--- src/rtl/timer_ctrl_map.vh ---
// register offsets, field positions and reset values of the timer control block
`ifndef TIMER_CTRL_MAP_VH
`define TIMER_CTRL_MAP_VH

// register select offsets
`define OFS_INT_MASK        4'hD
`define OFS_TIMER_A_CONTROL 4'hE
`define OFS_TIMER_B_CONTROL 4'hF

// control register field positions
`define BIT_START           0
`define BIT_PORT_OUT_EN     1
`define BIT_TOGGLE_SEL      2
`define BIT_ONE_SHOT        3
`define BIT_FORCE_LOAD      4
`define BIT_SRC_A           5
`define BIT_SRC_B_LOW       5
`define BIT_SRC_B_HIGH      6
`define BIT_SERIAL_DIR      6
`define BIT_TOD_FREQ        7
`define BIT_ALARM_SEL       7
`define BIT_MASK_SET_CLEAR  7

// timer b count source codes
`define SRC_B_PHI2          2'h0
`define SRC_B_PIN           2'h1
`define SRC_B_TA            2'h2
`define SRC_B_TA_GATED      2'h3

// reset values
`define RST_CONTROL         8'h00
`define RST_MASK            5'h00
`define RST_DATA            8'h00

`endif

--- src/rtl/interval_timer_control_regs.v ---
// control registers and interrupt mask logic for two interval timers
`timescale 1ns/1ps
`default_nettype none
`include "timer_ctrl_map.vh"

module interval_timer_control_regs
#(
    parameter FLAG_COUNT = 5
)
(
    input  wire                  ref_clk,
    input  wire                  rst,
    input  wire                  cs_n,
    input  wire                  rw,
    input  wire [3:0]            rs,
    input  wire [7:0]            db_in,
    output wire [7:0]            db_out,
    output wire                  db_oe,
    input  wire [FLAG_COUNT-1:0] int_flags,
    output wire                  summary_request_flag,
    output wire                  irq_n,
    input  wire                  counter_pin_in,
    input  wire                  shift_clock,
    output wire                  counter_pin_out,
    output wire                  counter_pin_oe,
    input  wire                  timer_a_underflow,
    input  wire                  timer_b_underflow,
    output wire                  timer_a_count_en,
    output wire                  timer_b_count_en,
    output wire                  timer_a_force_load,
    output wire                  timer_b_force_load,
    output wire                  timer_a_running,
    output wire                  timer_b_running,
    output wire                  port_b_line_six_out,
    output wire                  port_b_line_six_oe,
    output wire                  port_b_line_seven_out,
    output wire                  port_b_line_seven_oe,
    output wire                  serial_direction_select,
    output wire                  tod_frequency_select,
    output wire                  tod_write_to_alarm
);

    // address decode shared by read and write paths
    function hit;
        input [3:0] sel;
        input [3:0] ofs;
        begin
            hit = (sel == ofs);
        end
    endfunction

    reg  [7:0]            ctrl_a_q;
    reg  [7:0]            ctrl_b_q;
    reg  [FLAG_COUNT-1:0] mask_q;
    reg                   req_q;
    reg                   load_a_q;
    reg                   load_b_q;
    reg                   pin_last_q;
    reg  [7:0]            rdata_q;
    reg                   rd_oe_q;
    reg  [7:0]            rdata_d;

    wire                  wr_en;
    wire                  rd_en;
    wire                  wr_a;
    wire                  wr_b;
    wire                  wr_mask;
    wire                  pin_rise;
    wire [1:0]            src_b;
    wire                  run_a;
    wire                  run_b;

    ////////////////////////////////////////////////////////////////////////
    // bus access: every clock with chip select low is one access
    assign wr_en   = !cs_n && !rw;
    assign rd_en   = !cs_n && rw;
    assign wr_a    = wr_en && hit(rs, `OFS_TIMER_A_CONTROL);
    assign wr_b    = wr_en && hit(rs, `OFS_TIMER_B_CONTROL);
    assign wr_mask = wr_en && hit(rs, `OFS_INT_MASK);

    ////////////////////////////////////////////////////////////////////////
    // stored control bits; bit 0 lives in the output units
    always @(posedge ref_clk)
    begin
        if (rst)
        begin
            ctrl_a_q <= `RST_CONTROL;
            ctrl_b_q <= `RST_CONTROL;
        end
        else
        begin
            // strobe and start positions never stored here
            if (wr_a)
                ctrl_a_q <= db_in & 8'hEE;
            if (wr_b)
                ctrl_b_q <= db_in & 8'hEE;
        end
    end

    ////////////////////////////////////////////////////////////////////////
    // force load strobes, one clock wide, no storage
    always @(posedge ref_clk)
    begin
        if (rst)
        begin
            load_a_q <= 1'b0;
            load_b_q <= 1'b0;
        end
        else
        begin
            load_a_q <= wr_a && db_in[`BIT_FORCE_LOAD];
            load_b_q <= wr_b && db_in[`BIT_FORCE_LOAD];
        end
    end

    assign timer_a_force_load = load_a_q;
    assign timer_b_force_load = load_b_q;

    ////////////////////////////////////////////////////////////////////////
    // interrupt mask with set/clear write semantics
    always @(posedge ref_clk)
    begin
        if (rst)
            mask_q <= `RST_MASK;
        else if (wr_mask)
        begin
            if (db_in[`BIT_MASK_SET_CLEAR])
                mask_q <= mask_q | db_in[FLAG_COUNT-1:0];
            else
                mask_q <= mask_q & ~db_in[FLAG_COUNT-1:0];
        end
    end

    // summary request only from masked-in flags, one clock behind
    always @(posedge ref_clk)
    begin
        if (rst)
            req_q <= 1'b0;
        else
            req_q <= |(int_flags & mask_q);
    end

    assign summary_request_flag = req_q;
    assign irq_n                = ~req_q;

    ////////////////////////////////////////////////////////////////////////
    // counter pin rise detect; pin is already synchronous to ref_clk;
    // resets to the idle high level so release gives no false rise
    always @(posedge ref_clk)
    begin
        if (rst)
            pin_last_q <= 1'b1;
        else
            pin_last_q <= counter_pin_in;
    end

    assign pin_rise = counter_pin_in && !pin_last_q;
    assign src_b    = {ctrl_b_q[`BIT_SRC_B_HIGH], ctrl_b_q[`BIT_SRC_B_LOW]};

    assign timer_a_count_en = run_a &&
                              (ctrl_a_q[`BIT_SRC_A] ? pin_rise : 1'b1);

    reg src_b_en;
    always @*
    begin
        src_b_en = 1'b0;
        case (src_b)
            `SRC_B_PHI2:     src_b_en = 1'b1;
            `SRC_B_PIN:      src_b_en = pin_rise;
            `SRC_B_TA:       src_b_en = timer_a_underflow;
            `SRC_B_TA_GATED: src_b_en = timer_a_underflow && counter_pin_in;
            default:         src_b_en = 1'b0;
        endcase
    end

    assign timer_b_count_en = run_b && src_b_en;

    ////////////////////////////////////////////////////////////////////////
    // serial direction and shift clock on the counter pin
    assign serial_direction_select = ctrl_a_q[`BIT_SERIAL_DIR];
    assign counter_pin_oe          = ctrl_a_q[`BIT_SERIAL_DIR];
    assign counter_pin_out         = shift_clock;
    assign tod_frequency_select    = ctrl_a_q[`BIT_TOD_FREQ];
    assign tod_write_to_alarm      = ctrl_b_q[`BIT_ALARM_SEL];

    ////////////////////////////////////////////////////////////////////////
    // per-timer start bit and port line logic
    // timer a drives port b line six
    timer_output_unit u_out_a
    (
        .ref_clk                (ref_clk),
        .rst                    (rst),
        .ctrl_wr                (wr_a),
        .wr_start               (db_in[`BIT_START]),
        .one_shot_select        (ctrl_a_q[`BIT_ONE_SHOT]),
        .toggle_or_pulse_select (ctrl_a_q[`BIT_TOGGLE_SEL]),
        .port_output_enable     (ctrl_a_q[`BIT_PORT_OUT_EN]),
        .underflow              (timer_a_underflow),
        .running                (run_a),
        .port_line_out          (port_b_line_six_out),
        .port_line_oe           (port_b_line_six_oe)
    );

    // timer b drives port b line seven
    timer_output_unit u_out_b
    (
        .ref_clk                (ref_clk),
        .rst                    (rst),
        .ctrl_wr                (wr_b),
        .wr_start               (db_in[`BIT_START]),
        .one_shot_select        (ctrl_b_q[`BIT_ONE_SHOT]),
        .toggle_or_pulse_select (ctrl_b_q[`BIT_TOGGLE_SEL]),
        .port_output_enable     (ctrl_b_q[`BIT_PORT_OUT_EN]),
        .underflow              (timer_b_underflow),
        .running                (run_b),
        .port_line_out          (port_b_line_seven_out),
        .port_line_oe           (port_b_line_seven_oe)
    );

    assign timer_a_running = run_a;
    assign timer_b_running = run_b;

    ////////////////////////////////////////////////////////////////////////
    // read mux; mask is write-only so its offset shows flag state instead
    always @*
    begin
        rdata_d = `RST_DATA;
        if (hit(rs, `OFS_TIMER_A_CONTROL))
            rdata_d = {ctrl_a_q[7:1], run_a};
        else if (hit(rs, `OFS_TIMER_B_CONTROL))
            rdata_d = {ctrl_b_q[7:1], run_b};
        else if (hit(rs, `OFS_INT_MASK))
            rdata_d = {req_q, {(7-FLAG_COUNT){1'b0}}, int_flags};
    end

    // read data registered; unmapped offsets read zero
    always @(posedge ref_clk)
    begin
        if (rst)
        begin
            rdata_q <= `RST_DATA;
            rd_oe_q <= 1'b0;
        end
        else
        begin
            rd_oe_q <= rd_en;
            rdata_q <= rd_en ? rdata_d : `RST_DATA;
        end
    end

    assign db_out = rdata_q;
    assign db_oe  = rd_oe_q;

endmodule // interval_timer_control_regs
`default_nettype wire

--- src/rtl/timer_output_unit.v ---
// start bit, one-shot stop and port line output of one interval timer
`timescale 1ns/1ps
`default_nettype none
`include "timer_ctrl_map.vh"

module timer_output_unit
(
    input  wire ref_clk,
    input  wire rst,
    input  wire ctrl_wr,
    input  wire wr_start,
    input  wire one_shot_select,
    input  wire toggle_or_pulse_select,
    input  wire port_output_enable,
    input  wire underflow,
    output wire running,
    output wire port_line_out,
    output wire port_line_oe
);

    reg  start_q;
    reg  toggle_q;
    reg  pulse_q;

    ////////////////////////////////////////////////////////////////////////
    // start bit: a software write wins over the one-shot self clear,
    // so a restart written in the underflow cycle is never lost
    always @(posedge ref_clk)
    begin
        if (rst)
            start_q <= 1'b0;
        else if (ctrl_wr)
            start_q <= wr_start;
        else if (underflow && one_shot_select)
            start_q <= 1'b0;
    end

    ////////////////////////////////////////////////////////////////////////
    // toggle and pulse outputs
    always @(posedge ref_clk)
    begin
        if (rst)
        begin
            toggle_q <= 1'b0;
            pulse_q  <= 1'b0;
        end
        else
        begin
            pulse_q <= underflow;       // one clock wide per underflow
            if (ctrl_wr && wr_start && !start_q)
                toggle_q <= 1'b1;       // forced high on start
            else if (underflow)
                toggle_q <= ~toggle_q;
        end
    end

    // port line drive and output mode
    assign port_line_out = toggle_or_pulse_select ? toggle_q : pulse_q;
    assign port_line_oe  = port_output_enable;
    assign running       = start_q;

endmodule // timer_output_unit
`default_nettype wire

--- config.mk ---
export PLATFORM = sky130hd
export DESIGN_NAME = interval_timer_control_regs
export DESIGN_NICKNAME = d
export VERILOG_FILES = /design/src/rtl/interval_timer_control_regs.v /design/src/rtl/timer_output_unit.v
export VERILOG_INCLUDE_DIRS = /design/src /design/src/rtl
export SDC_FILE = /design/constraint.sdc
export NUM_CORES = 1
export LEC_CHECK = 0
export ABC_AREA = 1
export BUFFER_PORTS_ARGS = -buffer_cell sky130_fd_sc_hd__buf_2
export CORE_MARGIN = 2
export CORE_UTILIZATION = 50
export CTS_CLUSTER_DIAMETER = 30
export CTS_CLUSTER_SIZE = 24
export DETAILED_ROUTE_END_ITERATION = 10
export PLACE_DENSITY = 0.86
export SETUP_SLACK_MARGIN = 0.4
export SLEW_MARGIN = 5
export SYNTH_ARGS = -nofsm -noshare
export SYNTH_HDL_FRONTEND = slang
export SYNTH_HIERARCHICAL = 1
export SYNTH_SLANG_ARGS = --single-unit
--- constraint.sdc ---
create_clock -name ref_clk -period 0.9 [get_ports ref_clk]
set_input_delay 0 -clock ref_clk [delete_from_list [all_inputs] [get_ports ref_clk]]
set_output_delay 0 -clock ref_clk [all_outputs]
set_load 0.02 [all_outputs]
; ---- Word level (Yosys, flattened, before mapping)
; Cells that the tools add are included.
; W data, S select, Z words.
[op_classes]
n_eq_ne = 6
mux = 16
bitwise = 9
n_reduce_logical = 30
[op_table]
columns = operator, n
row1 = $mux W8, 3
row2 = $logic_and A1 B1 Y1, 17
row3 = $eq A4 B4 Y1 const B, 3
row4 = $mux W1, 11
row5 = $and A5 B5 Y5, 2
row6 = $reduce_or A5 Y1, 2
row7 = $reduce_bool A2 Y1, 4
row8 = $logic_not A1 Y1, 5
row9 = $mux W5, 1
row10 = $not A1 Y1, 5
row11 = $not A5 Y5, 1
row12 = $or A5 B5 Y5, 1
row13 = $eq A2 B2 Y1 const B, 2
row14 = $pmux W1 S4, 1
row15 = $eq A2 B1 Y1 const B, 1
row16 = $logic_not A2 Y1, 1
row17 = $reduce_or A2 Y1, 1
[totals]
register_bits = 36
in_bits = 25
output_inout_bits = 26

; ---- Logic depth before layout (Yosys ltp)
; Gate-level depths: netlist (run 1).
[logic_depth]
depth_word = 6
mapped_depth = 8
mapped_depth_nobuf = 7

; ---- Modules after synthesis
; The synthesis (run 1) kept the hierarchy.
[modules_own_cells]
columns = module, instances, cells_per_inst, area_each_um2
row1 = interval_timer_control_regs, 1, 196, 1366.3
row2 = timer_output_unit, 2, 20, 137.6

; ---- Worst setup path before layout (run 1)
; No wires, ideal clock.
[synth_timing]
kind = register to output
from = register u_out_b.start_q (netlist: u_out_b/running)
to = output timer_b_count_en
arrival_time_ns = 1.021
slack_ns = -0.121
path_stages_with_launch = 2
path_buffers = 0
path_cell_list = dfxtp_1 a21boi_0
[synth_between]
elab_chain_len = 1
[synth_rtl]
columns = element, line_no
row1 = start: declaration, timer_output_unit.v:21  ; reg start_q;
row2 = start signal: assignment, timer_output_unit.v:33  ; start_q <= wr_start;
row3 = $logic_and A1 B1 Y1, interval_timer_control_regs.v:176  ; assign timer_b_count_en = run_b && src_b_en;
row4 = end: declaration, interval_timer_control_regs.v:29  ; output wire timer_b_count_en,
; No other way between the ends.

; ---- Worst setup path in the final report (run 1)
[layout_timing]
from = register ctrl_b_q[5]
to = output timer_b_count_en
[layout_between]
elab_chain_len = 3
elab_cells_between_ends = 6
classes_between = eq/ne: 3 / mux: 1 / reduce/logical: 2
[layout_rtl]
columns = element, line_no
row1 = start: declaration, interval_timer_control_regs.v:53  ; reg [7:0] ctrl_b_q;
row2 = start signal: assignment, interval_timer_control_regs.v:88  ; ctrl_b_q <= `RST_CONTROL;
row3 = start signal: assignment, interval_timer_control_regs.v:96  ; ctrl_b_q <= db_in & 8'hEE;
row4 = $eq A2 B2 Y1 (tied with other cells), interval_timer_control_regs.v:167  ; case (src_b)
row5 = $pmux W1 S4 (*), interval_timer_control_regs.v:167
row6 = $logic_and A1 B1 Y1 (*), interval_timer_control_regs.v:176
; Mark *: on every way between the ends. The rest lies on a longest branch, timed or not.

==> results of run 1 <==
-- worst paths after layout --
path	depth (start not counted)	end	slack [ns]	start
max	4	timer_b_count_en	-0.34	ctrl_b_q[5]
min	3	ctrl_a_q[6]	-0.1	db_in[6]
max reg2reg	5	db_out[2]	0.01	ctrl_b_q[2]
min reg2reg	4	register	0.50	register
-- cell usage after synthesis --
library cell  count  area [µm²]
a21boi_0          1        7.51
nor3_1            2        10.0
clkbuf_8          1        13.8
nand2_1          56         210
buf_4             5        37.5
inv_1            39         146
o21ai_0          15        75.1
nor2_4            2        22.5
a21oi_1           7        35.0
inv_2             2        7.51
nand3_4           1        17.5
buf_6             2        22.5
dfxtp_1          36         721
o211ai_1          1        7.51
nand3_1           9        45.0
o21a_1            1        7.51
nor2_2            2        12.5
o21bai_1          1        7.51
nand2_2           2        12.5
nor2_1           42         158
nor3_2            1        10.0
a21oi_2           2        17.5
nand4_1           6        37.5
-- timing repair --
item | 4_1_cts | 5_1_grt
setup buffers | 7 | 3
cloned | 1 | 0
resized for setup | 119 | 49
endpoints found under the hold margin | 32 | 24
pin swaps | 41 | 23
setup endpoints to repair | 56 | 57
-- metal layers --
layer / wire (µm) / track usage
met5: 0 / 0
met4: 223 / 0.118
met3: 609 / 0.0735
met2: 3080 / 0.480
met1: 2330 / 0.354
-- cells by family (layout without fill, tap and decap cells) --
family,after synthesis,count (layout)
DFF,36,36
and+or+nand+nor,123,124
AOI/OAI and AO/OA,28,28
buffers and inverters,49,114
-- power by group --
group | switching (mW) | internal (mW) | total (mW)
Clock | 0.600 | 0.626 | 1.23
Sequential | 0.0275 | 1.60 | 1.63
Combinational | 0.287 | 0.190 | 0.477
-- critical path: cells and delay by family (launching register included) --
| kind | cells | cell delay, ns |
|---|---|---|
| flops | 1 | 0.37 |
| compound gates | 2 | 0.33 |
| buf+inv | 2 | 0.18 |
-- layout make-up --
class | count | area (µm²)
Multi-Input combinational cell | 152 | 953
Sequential cell | 36 | 786
Timing Repair Buffer | 65 | 606
Fill cell | 149 | 409
Inverter | 41 | 179
Clock buffer | 8 | 90.1
Tap cell | 44 | 55.1
-- metrics by stage --
| stage | hold slack, ns | power [mW] | util | cells |
|---|---|---|---|---|
| after floorplan | 0.0594 | 1.86 | - | 236 |
| after global placement | 0.000236 | 2.00 | 0.672 | 327 |
| after detailed placement | 0.000236 | 2.01 | 0.672 | 327 |
| after CTS | -0.117 | 3.22 | 0.817 | 343 |
| after global routing | -0.102 | 3.41 | 0.867 | 346 |
| final | -0.0955 | 3.33 | 0.867 | 346 |
-- cells in the final DEF (no fill, tap or decap), drive strengths merged --
master / netlist / routed
o21ai: 15 / 15
nor2: 46 / 46
dfxtp: 36 / 36
inv: 41 / 40
nand3: 10 / 11
a21oi: 9 / 9
o21a: 1 / 1
o211ai: 1 / 1
nand2: 58 / 58
nor3: 3 / 3
a21boi: 1 / 1
buf: 7 / 64
nand4: 6 / 6
o21bai: 1 / 1
clkinvlp: 0 / 1
clkbuf: 1 / 9
==> summary.md, run 1 <==
| Metric | Value |
|---|---|
| Static leakage | `1.18 nW` |
| Die H | `61.3 µm` |
| Core ar. | `0.00308 mm²` |
| CP required | `0.90 ns` |
| Compound-Gate Fraction of Synth Area | `0.0960` |
| CTS clk-pin slew, worst paths | `0.12 ns` |
| Worst hold slack | `-0.0955 ns` |
| IO buf count | `48` |
| Clk buf depth | `2` |
| Post-synthesis simple-gate area fraction | `0.326` |
| Global route total overflow | `0` |
| Mux cell area share after synthesis | `0` |
| Share of layout cells above drive strength 1 | `0.626` |
| Vias in the first global route | `1727` |
| Slowest-stage cell, CP | `dfxtp_2` |
| Setup TNS | `-0.864 ns` |
| Post-DP Area | `0.00207 mm²` |
| Setup Skew | `0.00866 ns` |
| Gr usage total | `0.288` |
| # diodes | `0` |
| Kind of critical path | `reg -> out` |
| Fin area | `0.00267 mm²` |
| Gate Count Post-Synth | `236` |
| Syn Nets | `261` |
| CTS tree | `built` |
| DRT iter0 DRCs | `246` |
| Worst Tran Pin Value | `0.260 ns` |
| HPWL after DPL | `2890 µm` |
| Layout area overhead | `62.6%` |
| Worst-Skew Late Latency | `0.36 ns` |
| Number of warnings issued by yosys | `6` |
| Clk root buf | `clkbuf_4` |
| Final min period | `1.24 ns` |
| Vias per cell | `5.56` |
| Cell Pwr Density | `1250 mW/mm²` |
| Die area | `0.00376 mm²` |
| Largest family of logic cells by synthesized area | `simple AND/OR/NAND/NOR gates` |
| Peak VDD IR | `0.000992 V` |
| Clock Sink Count | `36` |
| First-pass DRT Iterations | `5` |
| Critical Path AT | `1.24 ns` |
| CP max FO | `2` |
| Violated checks | `negative hold slack, negative setup slack` |
| Run status | `finished, violations left` |
| Fin nets | `326` |
| Seq/Total Area, Yosys | `0.439` |
| Initial antenna violation count | `0` |
| GP Congestion | `0.828` |
| First-pass GRT wire length | `7710 µm` |
| Slowest stage delay, CP | `0.37 ns` |
| CTS HTree Levels | `2` |
| Kind of start point of the critical path | `register` |
| Rows | `20` |
| Final Slew Violations | `0` |
| Drt wl/cell | `18.0 µm` |
| Synth Area in XOR/XNOR | `0` |
| Fin. Hold Viols | `23` |
| Worst Hold Class | `in -> reg` |
| Largest net degree at the start of global routing | `19` |
| Synthesized flop and latch total | `36` |
| CP Cell Sequence | `inv_2 -> o211ai_1 -> a21boi_2 -> buf_6` |
| Max_cap viols | `0` |
| Final period util | `1.38` |
| Setup violators final | `5` |
| Die X | `61.3 µm` |
| Mapped Area | `0.00164 mm²` |
| TritonCTS buffer count | `5` |
| Mean Syn Cell Area | `6.96 µm²` |
| Total Wirelength | `6240 µm` |
| I/O pin cnt | `51` |
| PnR worst setup slack | `-0.342 ns` |
| RSZ-0062 raised after global routing | `yes` |
| Initial core utilization | `0.533` |
| Vias | `1923` |
| CP Capture Type | `output pin` |
| Slew headroom | `0.825` |
| DP Worst Slack | `-0.0943 ns` |
| Post-synth cell types | `23` |
| Final ANT Viol Nets | `0` |
| Max Freq | `805 MHz` |
| DRC | `0` |
| Adder-cell share of the synthesized area | `0` |
Power figures use the tool's default switching activity.
==> run 2, diff against run 1 <==
--- a/config.mk
+++ b/config.mk
@@ -8,9 +8,10 @@
 export LEC_CHECK = 0
 export ABC_AREA = 1
 export BUFFER_PORTS_ARGS = -buffer_cell sky130_fd_sc_hd__buf_2
+export CORE_ASPECT_RATIO = 1.4
 export CORE_MARGIN = 2
 export CORE_UTILIZATION = 50
-export CTS_CLUSTER_DIAMETER = 30
+export CTS_CLUSTER_DIAMETER = 40
 export CTS_CLUSTER_SIZE = 24
 export DETAILED_ROUTE_END_ITERATION = 10
 export PLACE_DENSITY = 0.86
==> run 2 against run 1 <==
  * Cell count grew 0.87%
  * Critical endpoint unchanged
  * Utilization increased by 0.51 points
  * Worst hold slack got worse by 0.014 ns
  * Final area up 2.1%
  * Clock-buffer cell count fell by 1
  * Die area up 0.16%
  * The flow still finishes with violations (negative hold slack, negative setup slack)
  * Global-route usage is 2.5 points higher
  * Critical path type unchanged
  * Routed wire length is 2.2% higher
  * Non-clock buffer count rose by 8
  * Largest power group unchanged
==> summary.md, run 2 (synthesized netlist as in run 1, its figures left out) <==
| Metric | Value |
|---|---|
| PnR worst setup slack | `-0.299 ns` |
| DRC | `0` |
| Die X | `52.4 µm` |
| Share of layout cells above drive strength 1 | `0.600` |
| HPWL after DPL | `3110 µm` |
| DRT iter0 DRCs | `96` |
| RSZ-0062 raised after global routing | `yes` |
| First-pass DRT Iterations | `4` |
| Logic pwr share | `0.155` |
| Commonest non-fill, non-tap cell in the layout | `nand2_1` |
| CTS tree | `built` |
| Max Freq | `834 MHz` |
| TritonCTS buffer count | `5` |
| Min-delay src | `cs_n` |
| Cell Pwr Density | `1190 mW/mm²` |
| Kind of start point of the critical path | `register` |
| Run status | `finished, violations left` |
| Initial antenna violation count | `0` |
| NetSw | `0.903 mW` |
| Rows | `24` |
| IO buf count | `48` |
| Setup violators final | `6` |
| Violated checks | `negative hold slack, negative setup slack` |
| First-pass GRT wire length | `8560 µm` |
| Largest net degree at the start of global routing | `19` |
| CP required | `0.90 ns` |
| Static leakage | `1.23 nW` |
| Hold depth | `2` |
| Fin nets | `334` |
| Global route total overflow | `0` |
| Setup TNS | `-0.692 ns` |
| Total Wirelength | `6380 µm` |
| Drt wl/cell | `18.3 µm` |
| Clock network fraction of total power | `0.344` |
| Vias per cell | `5.56` |
| Int Pwr | `2.35 mW` |
| CP Capture Type | `output pin` |
| Peak VDD IR | `0.00152 V` |
| Final period util | `1.33` |
| Worst Hold Class | `in -> reg` |
| FF-to-FF Start | `ctrl_a_q[5]` |
| Sw Share | `0.277` |
| Gr usage total | `0.313` |
| Crit path launch | `ctrl_b_q[5]` |
| GP Congestion | `0.840` |
| CTS clk-pin slew, worst paths | `0.08 ns` |
| Clk root buf | `clkbuf_8` |
| Clock Sink Count | `36` |
| Die H | `71.8 µm` |
| Post-DP Area | `0.00207 mm²` |
| Fin. Hold Viols | `8` |
| R2R depth | `6` |
| DP Worst Slack | `-0.105 ns` |
| Fin area | `0.00272 mm²` |
| Hold Path Sink | `db_oe` |
| Final min period | `1.20 ns` |
| Core ar. | `0.00312 mm²` |
| Initial core utilization | `0.526` |
| R2R setup slack | `-0.06 ns` |
| Total power | `3.25 mW` |
| Slew headroom | `0.760` |
| Commonest cells after routing, fill and taps aside | `nand2_1 (42), buf_6 (38), nor2_1 (35)` |
| Clk buf depth | `2` |
| Die area | `0.00376 mm²` |
| Layout area overhead | `65.9%` |
| # diodes | `0` |
| Worst hold slack | `-0.110 ns` |
| I/O pin cnt | `51` |
| Vias in the first global route | `1826` |
| Worst Tran Pin Value | `0.358 ns` |
| Max_cap viols | `0` |
| Kind of critical path | `reg -> out` |
| CP max FO | `2` |
| Final ANT Viol Nets | `0` |
| Final core utilization | `0.872` |
| R2R Path End | `ctrl_a_q[5]` |
| CTS HTree Levels | `2` |
| Reg power frac | `0.501` |
| Critical Path AT | `1.20 ns` |
| Worst-Skew Late Latency | `0.30 ns` |
| Final Slew Violations | `0` |
| Setup Skew | `0.00778 ns` |
| Vias | `1939` |
[run 2: critical path, stage by stage, from the launching register on]
cell and delay, ns:
dfxtp_2 0.34, inv_2 0.04, o21bai_1 0.24, a21boi_2 0.11, buf_4 0.17
[run 2: final cells by class]
class / instances / area [µm²]
Clock inverter: 1 / 3.75
Fill cell: 153 / 399
Timing Repair Buffer: 73 / 691
Sequential cell: 36 / 783
Multi-Input combinational cell: 152 / 942
Inverter: 41 / 179
Clock buffer: 7 / 76.3
Tap cell: 39 / 48.8
[run 2: what timing repair did]
item                                    in CTS  in global routing
setup buffers                                8                  8
hold endpoints to repair                    18                  8
gates resized for setup                    130                 41
endpoints found under the setup margin      56                 57
pin swaps                                   45                 19
gates cloned                                 1                  1
[run 2: metrics by stage]
| stage | hold WS, ns | cells |
|---|---|---|
| 2_1_floorplan | 0.0594 | 236 |
| 3_3_place_gp | 0.000236 | 323 |
| 3_5_place_dp | 0.000236 | 323 |
| 4_1_cts | -0.125 | 340 |
| 5_1_grt | -0.105 | 349 |
| 6_report | -0.110 | 349 |
[run 2: worst max path at each step]
| stage | to | slack [ns] | depth (start not counted) |
|---|---|---|---|
| 4_1_cts | timer_b_count_en | -0.22 | 4 |
| 6_report | timer_b_count_en | -0.30 | 4 |
| 5_1_grt | timer_b_count_en | -0.37 | 4 |
| 3_3_place_gp | u_out_b/toggle_q | -0.07 | 7 |
| 3_5_place_dp | u_out_b/toggle_q | -0.10 | 7 |
| 2_1_floorplan | db_out[7] | 0.16 | 4 |
[run 2: power groups by stage]
stage | clock [mW] | combinational, mW | sequential [mW]
finish | 1.12 | 0.503 | 1.63
detailed placement | 0 | 0.354 | 1.67
CTS | 1.12 | 0.429 | 1.64
global placement | 0 | 0.347 | 1.66
global route | 1.17 | 0.532 | 1.63
floorplan | 0 | 0.192 | 1.67
[run 2: layer usage]
layer | GRT usage | part of all wire | up-vias
li1 | - | - | 875
met1 | 0.372 | 0.36 | 897
met2 | 0.515 | 0.52 | 129
met3 | 0.0708 | 0.068 | 38
met4 | 0.160 | 0.060 | 0
met5 | 0 | 0 | -
